`src/rtl/adcop_pkg.sv`:
```
package adcop_pkg;

	// Bus and sample widths, lane and clock tap counts, calibration counter width.
	localparam int ADDR_W    = 8;
	localparam int DATA_W    = 8;
	localparam int SAMPLE_W  = 12;
	localparam int LANES     = 6;
	localparam int CLK_TAPS  = 4;
	localparam int CAL_CNT_W = 16;

	// Calibration length in sample clock cycles.
	localparam int CAL_CYCLES = 1024;

	// Register offsets.
	localparam logic [7:0] OFS_PHASE_A = 8'h52;
	localparam logic [7:0] OFS_FORMAT  = 8'h62;
	localparam logic [7:0] OFS_PHASE_B = 8'h64;
	localparam logic [7:0] OFS_POL_A   = 8'h65;
	localparam logic [7:0] OFS_POL_B   = 8'h68;
	localparam logic [7:0] OFS_PHASE_C = 8'h6d;
	localparam logic [7:0] OFS_CONTROL = 8'h70;
	localparam logic [7:0] OFS_STATUS  = 8'h71;

	// Reset values.
	localparam logic [7:0] RST_PHASE_A = 8'h00;
	localparam logic [7:0] RST_FORMAT  = 8'h00;
	localparam logic [7:0] RST_PHASE_B = 8'h00;
	localparam logic [7:0] RST_POL_A   = 8'h00;
	localparam logic [7:0] RST_POL_B   = 8'h00;
	localparam logic [7:0] RST_PHASE_C = 8'h00;
	localparam logic [7:0] RST_CONTROL = 8'h00;

	// Field positions.
	localparam int FMT_ORDER_LSB = 0;
	localparam int FMT_DDR_BIT   = 2;
	localparam logic [1:0] ORDER_EVEN_FIRST = 2'h0;
	localparam int PHA_TAP_LSB   = 0;
	localparam int PHA_INV_BIT   = 7;
	localparam int PHB_TAP_LSB   = 1;
	localparam int PHC_ALT_BIT   = 0;
	localparam int POLB_IND_BIT  = 6;
	localparam int POLB_CLK_BIT  = 7;
	localparam int CTL_SINGLE    = 0;
	localparam int CTL_IQ        = 1;
	localparam int CTL_STANDBY   = 2;
	localparam int CTL_SHUTDOWN  = 3;
	localparam int CTL_SOFT_RST  = 4;
	localparam int STS_CAL_DONE  = 0;
	localparam int STS_CAL_BUSY  = 1;
	localparam int STS_FOLLOWER  = 2;
	localparam int STS_DDR       = 3;

	// One converted sample with its side flags.
	typedef struct packed {
		logic [11:0] data;
		logic        first_ch;
		logic        overrange;
	} adcop_sample_type;

	// Output pins of the data port.
	typedef struct packed {
		logic [11:0] q;
		logic        ind_p;
		logic        ind_n;
		logic        clk_p;
		logic        clk_n;
	} adcop_link_type;

	// Calibration progress.
	typedef enum logic {
		CAL_BUSY_ST,
		CAL_DONE_ST
	} adcop_cal_type;

endpackage

```
`src/rtl/adcop_top.sv`:
```
// The plain strobed port was left to the implementer.
`timescale 1ns/10ps
`default_nettype none

// Summary of operation
// - Single-ended mode puts sample bits 0 to 11 on twelve separate outputs.
// - Double-data-rate mode carries two sample bits per differential pair, six pairs.
// - Even-first order sends even bits while data clock high, odd while low.
// - Output ordering field resets to even-bit-first.
// - Single-ended mode: marker on negative indicator leg, overrange on positive leg.
// - Double-data-rate: marker after clock rise, overrange after clock fall on indicator pair.
// - Overrange indicator is high while input beyond full scale, may lead data.
// - Marker rests low, high only for slots carrying first-channel data.
// - Single-channel operation keeps marker high unless in-phase/quadrature output.
// - Reset low holds reset; release loads register defaults and starts calibration.
// - Calibration-done goes high after first calibration, low again on restart.
// - Calibration-done is low in reset, holds its level in standby and shutdown unless a calibration restart drops it.
// - Upper serial device-address bit is zero, lower bit from select input.
// - Follower select high makes the sync pin an input, device follows.
// - Follower select low makes the device leader, driving the sync pin.
// - Data clock phase against data is adjustable through configuration registers.
// - Two configuration registers control output signal polarity.
// - Single-ended mode drives data clock on positive output only.
module adcop_top #(
	parameter int CAL_CYCLES = adcop_pkg::CAL_CYCLES
) (
	// Clock and reset.
	input  wire logic                     CLK,
	input  wire logic                     RST_N,
	// Register port.
	input  wire logic [7:0]               REG_ADDR,
	input  wire logic [7:0]               REG_WDATA,
	input  wire logic                     REG_WR,
	input  wire logic                     REG_RD,
	output var  logic [7:0]               REG_RDATA,
	// Converter core side.
	input  wire adcop_pkg::adcop_sample_type SAMPLE,
	output logic                          SAMPLE_TAKE,
	input  wire logic                     CAL_RESTART,
	// Data port pins.
	output var  adcop_pkg::adcop_link_type LINK,
	// Status and strap pins.
	output logic                          CAL_DONE,
	input  wire logic                     ADDR_SEL_LOW,
	input  wire logic                     CS_N,
	output logic [1:0]                    SERIAL_DEV_ADDR,
	// Synchronisation pins.
	input  wire logic                     FOLLOWER_SEL,
	input  wire logic                     SYNC_I,
	output var  logic                     SYNC_O,
	output logic                          SYNC_OE_N
);

	logic                         rst_meta_r;
	logic                         rst_n_r;
	logic [7:0]                   phase_a_r;
	logic [7:0]                   format_r;
	logic [7:0]                   phase_b_r;
	logic [7:0]                   pol_a_r;
	logic [7:0]                   pol_b_r;
	logic [7:0]                   phase_c_r;
	logic [7:0]                   control_r;
	logic                         soft_rst_r;
	logic [7:0]                   rd_nxt;
	logic [7:0]                   status;
	logic [1:0]                   adr_sync_r;
	logic [1:0]                   cs_sync_r;
	logic [1:0]                   fol_sync_r;
	logic [1:0]                   syn_sync_r;
	logic                         syn_prev_r;
	logic                         addr_lo_r;
	logic                         follower;
	logic                         sync_rise;
	adcop_pkg::adcop_cal_type     cal_state_r;
	logic [adcop_pkg::CAL_CNT_W-1:0] cal_cnt_r;
	logic                         ph_r;
	adcop_pkg::adcop_sample_type  samp_r;
	logic                         ddr_mode;
	logic                         odd_first;
	logic                         show_even;
	logic                         marker;
	logic [11:0]                  pol_bits;
	logic [11:0]                  q_nxt;
	logic                         ind_p_nxt;
	logic                         ind_n_nxt;
	logic [adcop_pkg::CLK_TAPS-1:0] cdl_r;
	logic [1:0]                   clk_tap;
	logic                         clk_sel;
	logic                         hold_cal;

	// Reset release passes two flip-flops; everything else uses the copy.
	// reset hold
	always_ff @(posedge CLK or negedge RST_N)
	begin
		if (!RST_N)
		begin
			rst_meta_r <= 1'b0;
			rst_n_r    <= 1'b0;
		end
		else
		begin
			rst_meta_r <= 1'b1;
			rst_n_r    <= rst_meta_r;
		end
	end

	// Configuration registers take defaults in reset and software writes after.
	// register defaults
	always_ff @(posedge CLK or negedge rst_n_r)
	begin
		if (!rst_n_r)
		begin
			phase_a_r <= adcop_pkg::RST_PHASE_A;
			format_r  <= adcop_pkg::RST_FORMAT;
			phase_b_r <= adcop_pkg::RST_PHASE_B;
			pol_a_r   <= adcop_pkg::RST_POL_A;
			pol_b_r   <= adcop_pkg::RST_POL_B;
			phase_c_r <= adcop_pkg::RST_PHASE_C;
			control_r <= adcop_pkg::RST_CONTROL;
		end
		else if (REG_WR)
		begin
			unique case (REG_ADDR)
				adcop_pkg::OFS_PHASE_A: phase_a_r <= REG_WDATA;
				adcop_pkg::OFS_FORMAT:  format_r  <= REG_WDATA;
				adcop_pkg::OFS_PHASE_B: phase_b_r <= REG_WDATA;
				adcop_pkg::OFS_POL_A:   pol_a_r   <= REG_WDATA;
				adcop_pkg::OFS_POL_B:   pol_b_r   <= REG_WDATA;
				adcop_pkg::OFS_PHASE_C: phase_c_r <= REG_WDATA;
				adcop_pkg::OFS_CONTROL: control_r <= REG_WDATA & ~(8'h01 << adcop_pkg::CTL_SOFT_RST);
				default:                control_r <= control_r;
			endcase
		end
	end

	// A write of one to the soft reset bit gives a single restart pulse.
	always_ff @(posedge CLK or negedge rst_n_r)
	begin
		if (!rst_n_r)
			soft_rst_r <= 1'b0;
		else
			soft_rst_r <= REG_WR && (REG_ADDR == adcop_pkg::OFS_CONTROL) && REG_WDATA[adcop_pkg::CTL_SOFT_RST];
	end

	// Status word shows calibration, leader or follower and output mode.
	always_comb
	begin
		status                           = 8'h00;
		status[adcop_pkg::STS_CAL_DONE]  = (cal_state_r == adcop_pkg::CAL_DONE_ST);
		status[adcop_pkg::STS_CAL_BUSY]  = (cal_state_r == adcop_pkg::CAL_BUSY_ST);
		status[adcop_pkg::STS_FOLLOWER]  = follower;
		status[adcop_pkg::STS_DDR]       = ddr_mode;
	end

	// Read multiplexer; unmapped addresses read zero.
	always_comb
	begin
		unique case (REG_ADDR)
			adcop_pkg::OFS_PHASE_A: rd_nxt = phase_a_r;
			adcop_pkg::OFS_FORMAT:  rd_nxt = format_r;
			adcop_pkg::OFS_PHASE_B: rd_nxt = phase_b_r;
			adcop_pkg::OFS_POL_A:   rd_nxt = pol_a_r;
			adcop_pkg::OFS_POL_B:   rd_nxt = pol_b_r;
			adcop_pkg::OFS_PHASE_C: rd_nxt = phase_c_r;
			adcop_pkg::OFS_CONTROL: rd_nxt = control_r;
			adcop_pkg::OFS_STATUS:  rd_nxt = status;
			default:                rd_nxt = 8'h00;
		endcase
	end

	// Read data stand for exactly the cycle after the strobe.
	always_ff @(posedge CLK or negedge rst_n_r)
	begin
		if (!rst_n_r)
			REG_RDATA <= 8'h00;
		else
			REG_RDATA <= REG_RD ? rd_nxt : 8'h00;
	end

	// Pin inputs pass two flip-flops before any logic reads them.
	always_ff @(posedge CLK or negedge rst_n_r)
	begin
		if (!rst_n_r)
		begin
			adr_sync_r <= 2'h0;
			cs_sync_r  <= 2'h3;
			fol_sync_r <= 2'h0;
			syn_sync_r <= 2'h0;
			syn_prev_r <= 1'b0;
		end
		else
		begin
			adr_sync_r <= {adr_sync_r[0], ADDR_SEL_LOW};
			cs_sync_r  <= {cs_sync_r[0], CS_N};
			fol_sync_r <= {fol_sync_r[0], FOLLOWER_SEL};
			syn_sync_r <= {syn_sync_r[0], SYNC_I};
			syn_prev_r <= syn_sync_r[1];
		end
	end

	assign follower  = fol_sync_r[1];
	assign sync_rise = follower && syn_sync_r[1] && !syn_prev_r;

	// Address select is only followed while chip select is high.
	// stable while selected
	always_ff @(posedge CLK or negedge rst_n_r)
	begin
		if (!rst_n_r)
			addr_lo_r <= 1'b0;
		else if (cs_sync_r[1])
			addr_lo_r <= adr_sync_r[1];
	end

	assign SERIAL_DEV_ADDR = {1'b0, addr_lo_r};

	// Calibration runs from reset release, restarts on request, freezes when idle.
	assign hold_cal = control_r[adcop_pkg::CTL_STANDBY] || control_r[adcop_pkg::CTL_SHUTDOWN];
	always_ff @(posedge CLK or negedge rst_n_r)
	begin
		if (!rst_n_r)
		begin
			cal_state_r <= adcop_pkg::CAL_BUSY_ST;
			cal_cnt_r   <= '0;
		end
		else if (CAL_RESTART || soft_rst_r)
		begin
			cal_state_r <= adcop_pkg::CAL_BUSY_ST;
			cal_cnt_r   <= '0;
		end
		else if (!hold_cal)
		begin
			unique case (cal_state_r)
				adcop_pkg::CAL_BUSY_ST:
				begin
					if (cal_cnt_r == adcop_pkg::CAL_CNT_W'(CAL_CYCLES - 1))
						cal_state_r <= adcop_pkg::CAL_DONE_ST;
					else
						cal_cnt_r <= cal_cnt_r + 1'b1;
				end
				adcop_pkg::CAL_DONE_ST:
					cal_state_r <= adcop_pkg::CAL_DONE_ST;
			endcase
		end
	end

	assign CAL_DONE = (cal_state_r == adcop_pkg::CAL_DONE_ST);

	// Half-period phase of the data clock; a follower realigns on sync.
	// follow sync input
	always_ff @(posedge CLK or negedge rst_n_r)
	begin
		if (!rst_n_r)
			ph_r <= 1'b1;
		else if (sync_rise)
			ph_r <= 1'b1;
		else
			ph_r <= ~ph_r;
	end

	// A new sample is taken at the end of each data clock period.
	assign SAMPLE_TAKE = ph_r;
	always_ff @(posedge CLK or negedge rst_n_r)
	begin
		if (!rst_n_r)
			samp_r <= '0;
		else if (ph_r)
			samp_r <= SAMPLE;
	end

	// A leader drives a sync pulse when a first-channel sample is taken.
	// leader drives sync
	always_ff @(posedge CLK or negedge rst_n_r)
	begin
		if (!rst_n_r)
			SYNC_O <= 1'b0;
		else
			SYNC_O <= !follower && ph_r && SAMPLE.first_ch;
	end

	assign SYNC_OE_N = follower;

	// Mode decode for the data port.
	// even first default
	assign odd_first = (format_r[adcop_pkg::FMT_ORDER_LSB +: 2] != adcop_pkg::ORDER_EVEN_FIRST);
	assign ddr_mode  = format_r[adcop_pkg::FMT_DDR_BIT];
	assign show_even = (ph_r == 1'b0) ^ odd_first;
	assign pol_bits  = {pol_b_r[5:0], pol_a_r[5:0]};

	// Marker for first-channel slots, or constant in single-channel operation.
	// first channel slots
	assign marker = control_r[adcop_pkg::CTL_SINGLE] ? !control_r[adcop_pkg::CTL_IQ] : samp_r.first_ch;

	// Each lane carries two sample bits in DDR, or its own two bits single-ended.
	for (genvar k = 0; k < adcop_pkg::LANES; k++)
	begin : g_lane
		logic lane_bit;
		assign lane_bit = (show_even ? samp_r.data[2*k] : samp_r.data[2*k+1]) ^ pol_a_r[k];
		assign q_nxt[2*k+1] = ddr_mode ? lane_bit : samp_r.data[2*k+1] ^ pol_bits[2*k+1];
		assign q_nxt[2*k]   = ddr_mode ? !lane_bit : samp_r.data[2*k] ^ pol_bits[2*k];
	end

	// Indicator pair: split legs single-ended, time-shared in DDR.
	always_comb
	begin
		if (ddr_mode)
		begin
			ind_p_nxt = ((ph_r == 1'b0) ? marker : samp_r.overrange) ^ pol_b_r[adcop_pkg::POLB_IND_BIT];
			ind_n_nxt = !ind_p_nxt;
		end
		else
		begin
			ind_p_nxt = samp_r.overrange ^ pol_b_r[adcop_pkg::POLB_IND_BIT];
			ind_n_nxt = marker ^ pol_b_r[adcop_pkg::POLB_IND_BIT];
		end
	end

	// Clock delay line gives selectable phase against the data bits.
	always_ff @(posedge CLK or negedge rst_n_r)
	begin
		if (!rst_n_r)
			cdl_r <= '0;
		else
			cdl_r <= {cdl_r[adcop_pkg::CLK_TAPS-2:0], ph_r};
	end

	assign clk_tap = phase_c_r[adcop_pkg::PHC_ALT_BIT] ? phase_b_r[adcop_pkg::PHB_TAP_LSB +: 2] :
	                                                   phase_a_r[adcop_pkg::PHA_TAP_LSB +: 2];
	assign clk_sel = cdl_r[clk_tap] ^ phase_a_r[adcop_pkg::PHA_INV_BIT] ^ pol_b_r[adcop_pkg::POLB_CLK_BIT];

	// Output pins are registered so data and clock leave together.
	// receiver uses forwarded clock
	always_ff @(posedge CLK or negedge rst_n_r)
	begin
		if (!rst_n_r)
			LINK <= '0;
		else
		begin
			LINK.q     <= q_nxt;
			LINK.ind_p <= ind_p_nxt;
			LINK.ind_n <= ind_n_nxt;
			LINK.clk_p <= clk_sel;
			LINK.clk_n <= ddr_mode ? !clk_sel : 1'b0;
		end
	end

endmodule

`default_nettype wire

```
`config.mk`:
```
export PLATFORM = sky130hd
export DESIGN_NAME = adcop_top
export DESIGN_NICKNAME = d
export VERILOG_FILES = /design/src/rtl/adcop_pkg.sv /design/src/rtl/adcop_top.sv
export SDC_FILE = /design/constraint.sdc
export NUM_CORES = 1
export LEC_CHECK = 0
export BUFFER_PORTS_ARGS = -buffer_cell sky130_fd_sc_hd__clkbuf_2
export CAP_MARGIN = 40
export CELL_PAD_IN_SITES_DETAIL_PLACEMENT = 0
export CELL_PAD_IN_SITES_GLOBAL_PLACEMENT = 1
export CORE_MARGIN = 1.5
export CORE_UTILIZATION = 53
export CTS_BUF_LIST = sky130_fd_sc_hd__clkbuf_4
export CTS_CLUSTER_SIZE = 30
export DETAILED_ROUTE_END_ITERATION = 10
export MAX_ROUTING_LAYER = met4
export PLACE_DENSITY = 0.95
export SYNTH_ARGS = -nofsm -noshare
export SYNTH_HDL_FRONTEND = slang
export SYNTH_SLANG_ARGS = --single-unit
export TNS_END_PERCENT = 20
```
`constraint.sdc`:
```
create_clock -name CLK -period 7.4 [get_ports CLK]
set_clock_uncertainty 0.1 [all_clocks]
set_input_delay 1.48 -clock CLK [delete_from_list [all_inputs] [get_ports CLK]]
set_output_delay 1.48 -clock CLK [all_outputs]
set_load 0.05 [all_outputs]
```
==> impl_metrics.json <==
{
  "required_ns": 5.82,
  "place_congestion": 0.937,
  "hold_buffers": 0,
  "pre_cts_ws_ns": 3.62,
  "cp_cell_sequence": "clkbuf_2",
  "gr-max-usage-layer": "met2",
  "finalInstanceArea_mm2": 0.00642,
  "cts_made_buffers": 17,
  "drt_iter0_drc": 265,
  "maxSlewHeadroom_pct": 41.3,
  "drt_drc_violations_left": 0,
  "finalPower_uw": 1570,
  "vias": 3906,
  "crit_family": "flip-flops",
  "crit_path_top_delay_cell": "dfstp_2",
  "dp_hpwl_mm": 9.08,
  "syn_avg_cell_area_um2": 12.7,
  "clkTransAtPathRegs_ns": 0.12,
  "hold_viol_final": 0,
  "grtUsageMet1_pct": 31.1,
  "cts_tree": "yes",
  "async_flop_share_pct": 100,
  "cap_violations": 0,
  "leakage_uw": 0.00307,
  "crit_start": "SAMPLE_TAKE",
  "antenna_found_initial": 0,
  "ant_nets": 0,
  "synthToLayoutAreaGrowth_pct": 13.2,
  "rsz0062_at_grt": "no",
  "synth_seq_cells": 129,
  "grtUsageTotal_pct": 25.0,
  "start_util_pct": 54.7,
  "grt_pass1_vias": 3945,
  "multiInputGateArea_mm2": 0.00236,
  "clk_path_buf_depth": 2,
  "first_pass_iters": 5,
  "grt_pass1_wl_mm": 20.6,
  "tightest_slew_ns": 0.881,
  "power_density_mw_per_mm2": 245,
  "gr-total-overflow": 0,
  "core_area_mm2": 0.0104,
  "synth-edff-count": 0,
  "yosysTopAreaCell": "dfrtp_1",
  "fin_crit_ns": 3.31,
  "crit_type": "flop to output port",
  "max_freq_ghz": 0.302,
  "wl_per_cell_um": 19.0,
  "place_area_mm2": 0.00613,
  "syn_nets": 488,
  "io_buffers": 67,
  "ys_seq_area_share_pct": 56.9,
  "regArea_mm2": 0.00324,
  "num_io_pins": 69,
  "cts-root-buf": "clkbuf_4",
  "via_per_inst": 5.83,
  "synth_cell_types": 49,
  "syn_inst": 448,
  "worstPathArrival_ns": 1.73,
  "die_w_um": 106,
  "antennaDiodeCount": 0,
  "clkSinkCount": 129,
  "rows": 37,
  "status": "finished, final reports clean",
  "irDropWorstVdd_v": 0.000161,
  "postCtsSetupRepairBufs": 0,
  "die_y_um": 106,
  "worstHoldStart": "syn_sync_r[0]",
  "cp_slowest_stage_delay_ns": 0.84,
  "die-area_mm2": 0.0113,
  "hp-class": "flop to flop",
  "grt_use_met2_pct": 39.7,
  "drv_slew": 0,
  "fin_crit_sh_pct": 44.7,
  "met3_usage_pct": 6.32,
  "clk_latency_ns": 0.53,
  "synth.most_common_cell": "dfrtp_1",
  "ys_top_cells_by_count": "dfrtp_1, mux2_2, nor2_1, xor2_1, nand2_1",
  "setup_viol": 0,
  "yosys_most_used_dff": "dfrtp_1",
  "fin_ws_ns": 4.09,
  "worst_setup_path_start_kind": "flop",
  "synth.area.top_cells": "dfrtp_1, mux2_2, xor2_1",
  "drive_above_1_share_pct": 36.0,
  "fillers": 833,
  "yosysWarningCount": 0,
  "path_max_fanout": 21,
  "wirelength_mm": 12.8,
  "worstReg2RegStart": "SAMPLE_TAKE",
  "grt_start_max_net_pins": 70,
  "cts.repair.resized": 0,
  "timing.critical_path.buf_inv": 1,
  "fin_setup_tns_ns": 0,
  "nets": 561,
  "htreeDepth": 4,
  "yosysTopAreaCellShare_pct": 55.6,
  "synth_area_mm2": 0.00568,
  "cp-end-kind": "output port"
}
## path summary, 6_finish.rpt
path                            endpoint  slack, ns  depth (start not counted)
max                          SAMPLE_TAKE       4.09                          1
min                        syn_sync_r[1]       0.27                          0
max reg2reg                      LINK[4]       5.10                          5
min reg2reg                syn_sync_r[1]       0.27                          0
max in group asynchronous        LINK[6]       5.58                          1
min in group asynchronous   phase_c_r[4]       0.35                          0
## metrics by stage
step           std cells  util [%]  hold WS [ns]
4_1_cts              670      61.9         0.268
3_5_place_dp         638      59.1         0.241
3_3_place_gp         636      59.0         0.232
6_report             670      61.9         0.269
5_1_grt              670      61.9         0.273
2_1_floorplan        448         -         0.231
## routing by layer
metal  vias up  wire length, µm  part of all wire, %
li1       1773                -                    -
met1      1959             5280                   41
met2       143             6430                   50
met3        31              740                  5.8
met4         0              306                  2.4
met5         -                0                    0
## flip-flops by register name, indices dropped and copies added, names as in the netlist, 2 cells and up
register    cells
cs_sync_r       2
syn_sync_r      2
control_r       7
phase_c_r       8
fol_sync_r      2
REG_RDATA       8
cal_cnt_r      16
pol_a_r         8
phase_a_r       8
pol_b_r         8
phase_b_r       8
samp_r         14
adr_sync_r      2
format_r        8
LINK           16
cdl_r           4
## kinds of logic after synthesis
group	share of synthesized area (%)
simple gates	10.8
buf+inv	1.54
compound gates	6.28
mux	18.7
other cells	0.132
flops	56.9
xor+xnor	5.40
fa+ha+maj	0.220
## power breakdown
group          switching [µW]  internal (µW)  leakage (µW)
logic                     169           92.5       0.00123
clock network             259            231      0.000157
registers                52.4            766       0.00168
total                     480           1090       0.00307
## final cells by class
class	count	area share, %
Clock buffer	17	1.99
Clock inverter	15	2.63
Inverter	3	0.175
Multi-Input combinational cell	300	36.7
Sequential cell	129	50.4
Tap cell	136	2.65
Timing Repair Buffer	70	5.49
## cell usage in the layout, fill, tap and decap left out, types with 6 or more instances in the layout
master,n
nand2_1,22
xor2_1,30
nand3_1,11
o21ai_0,12
clkbuf_2,67
dfrtp_1,125
clkbuf_4,17
clkinv_2,6
a22oi_1,8
and3_1,8
mux2_2,76
nor2_1,30
mux2i_1,18
a21oi_1,14
nand4_1,8
Power figures use the tool's default switching activity.
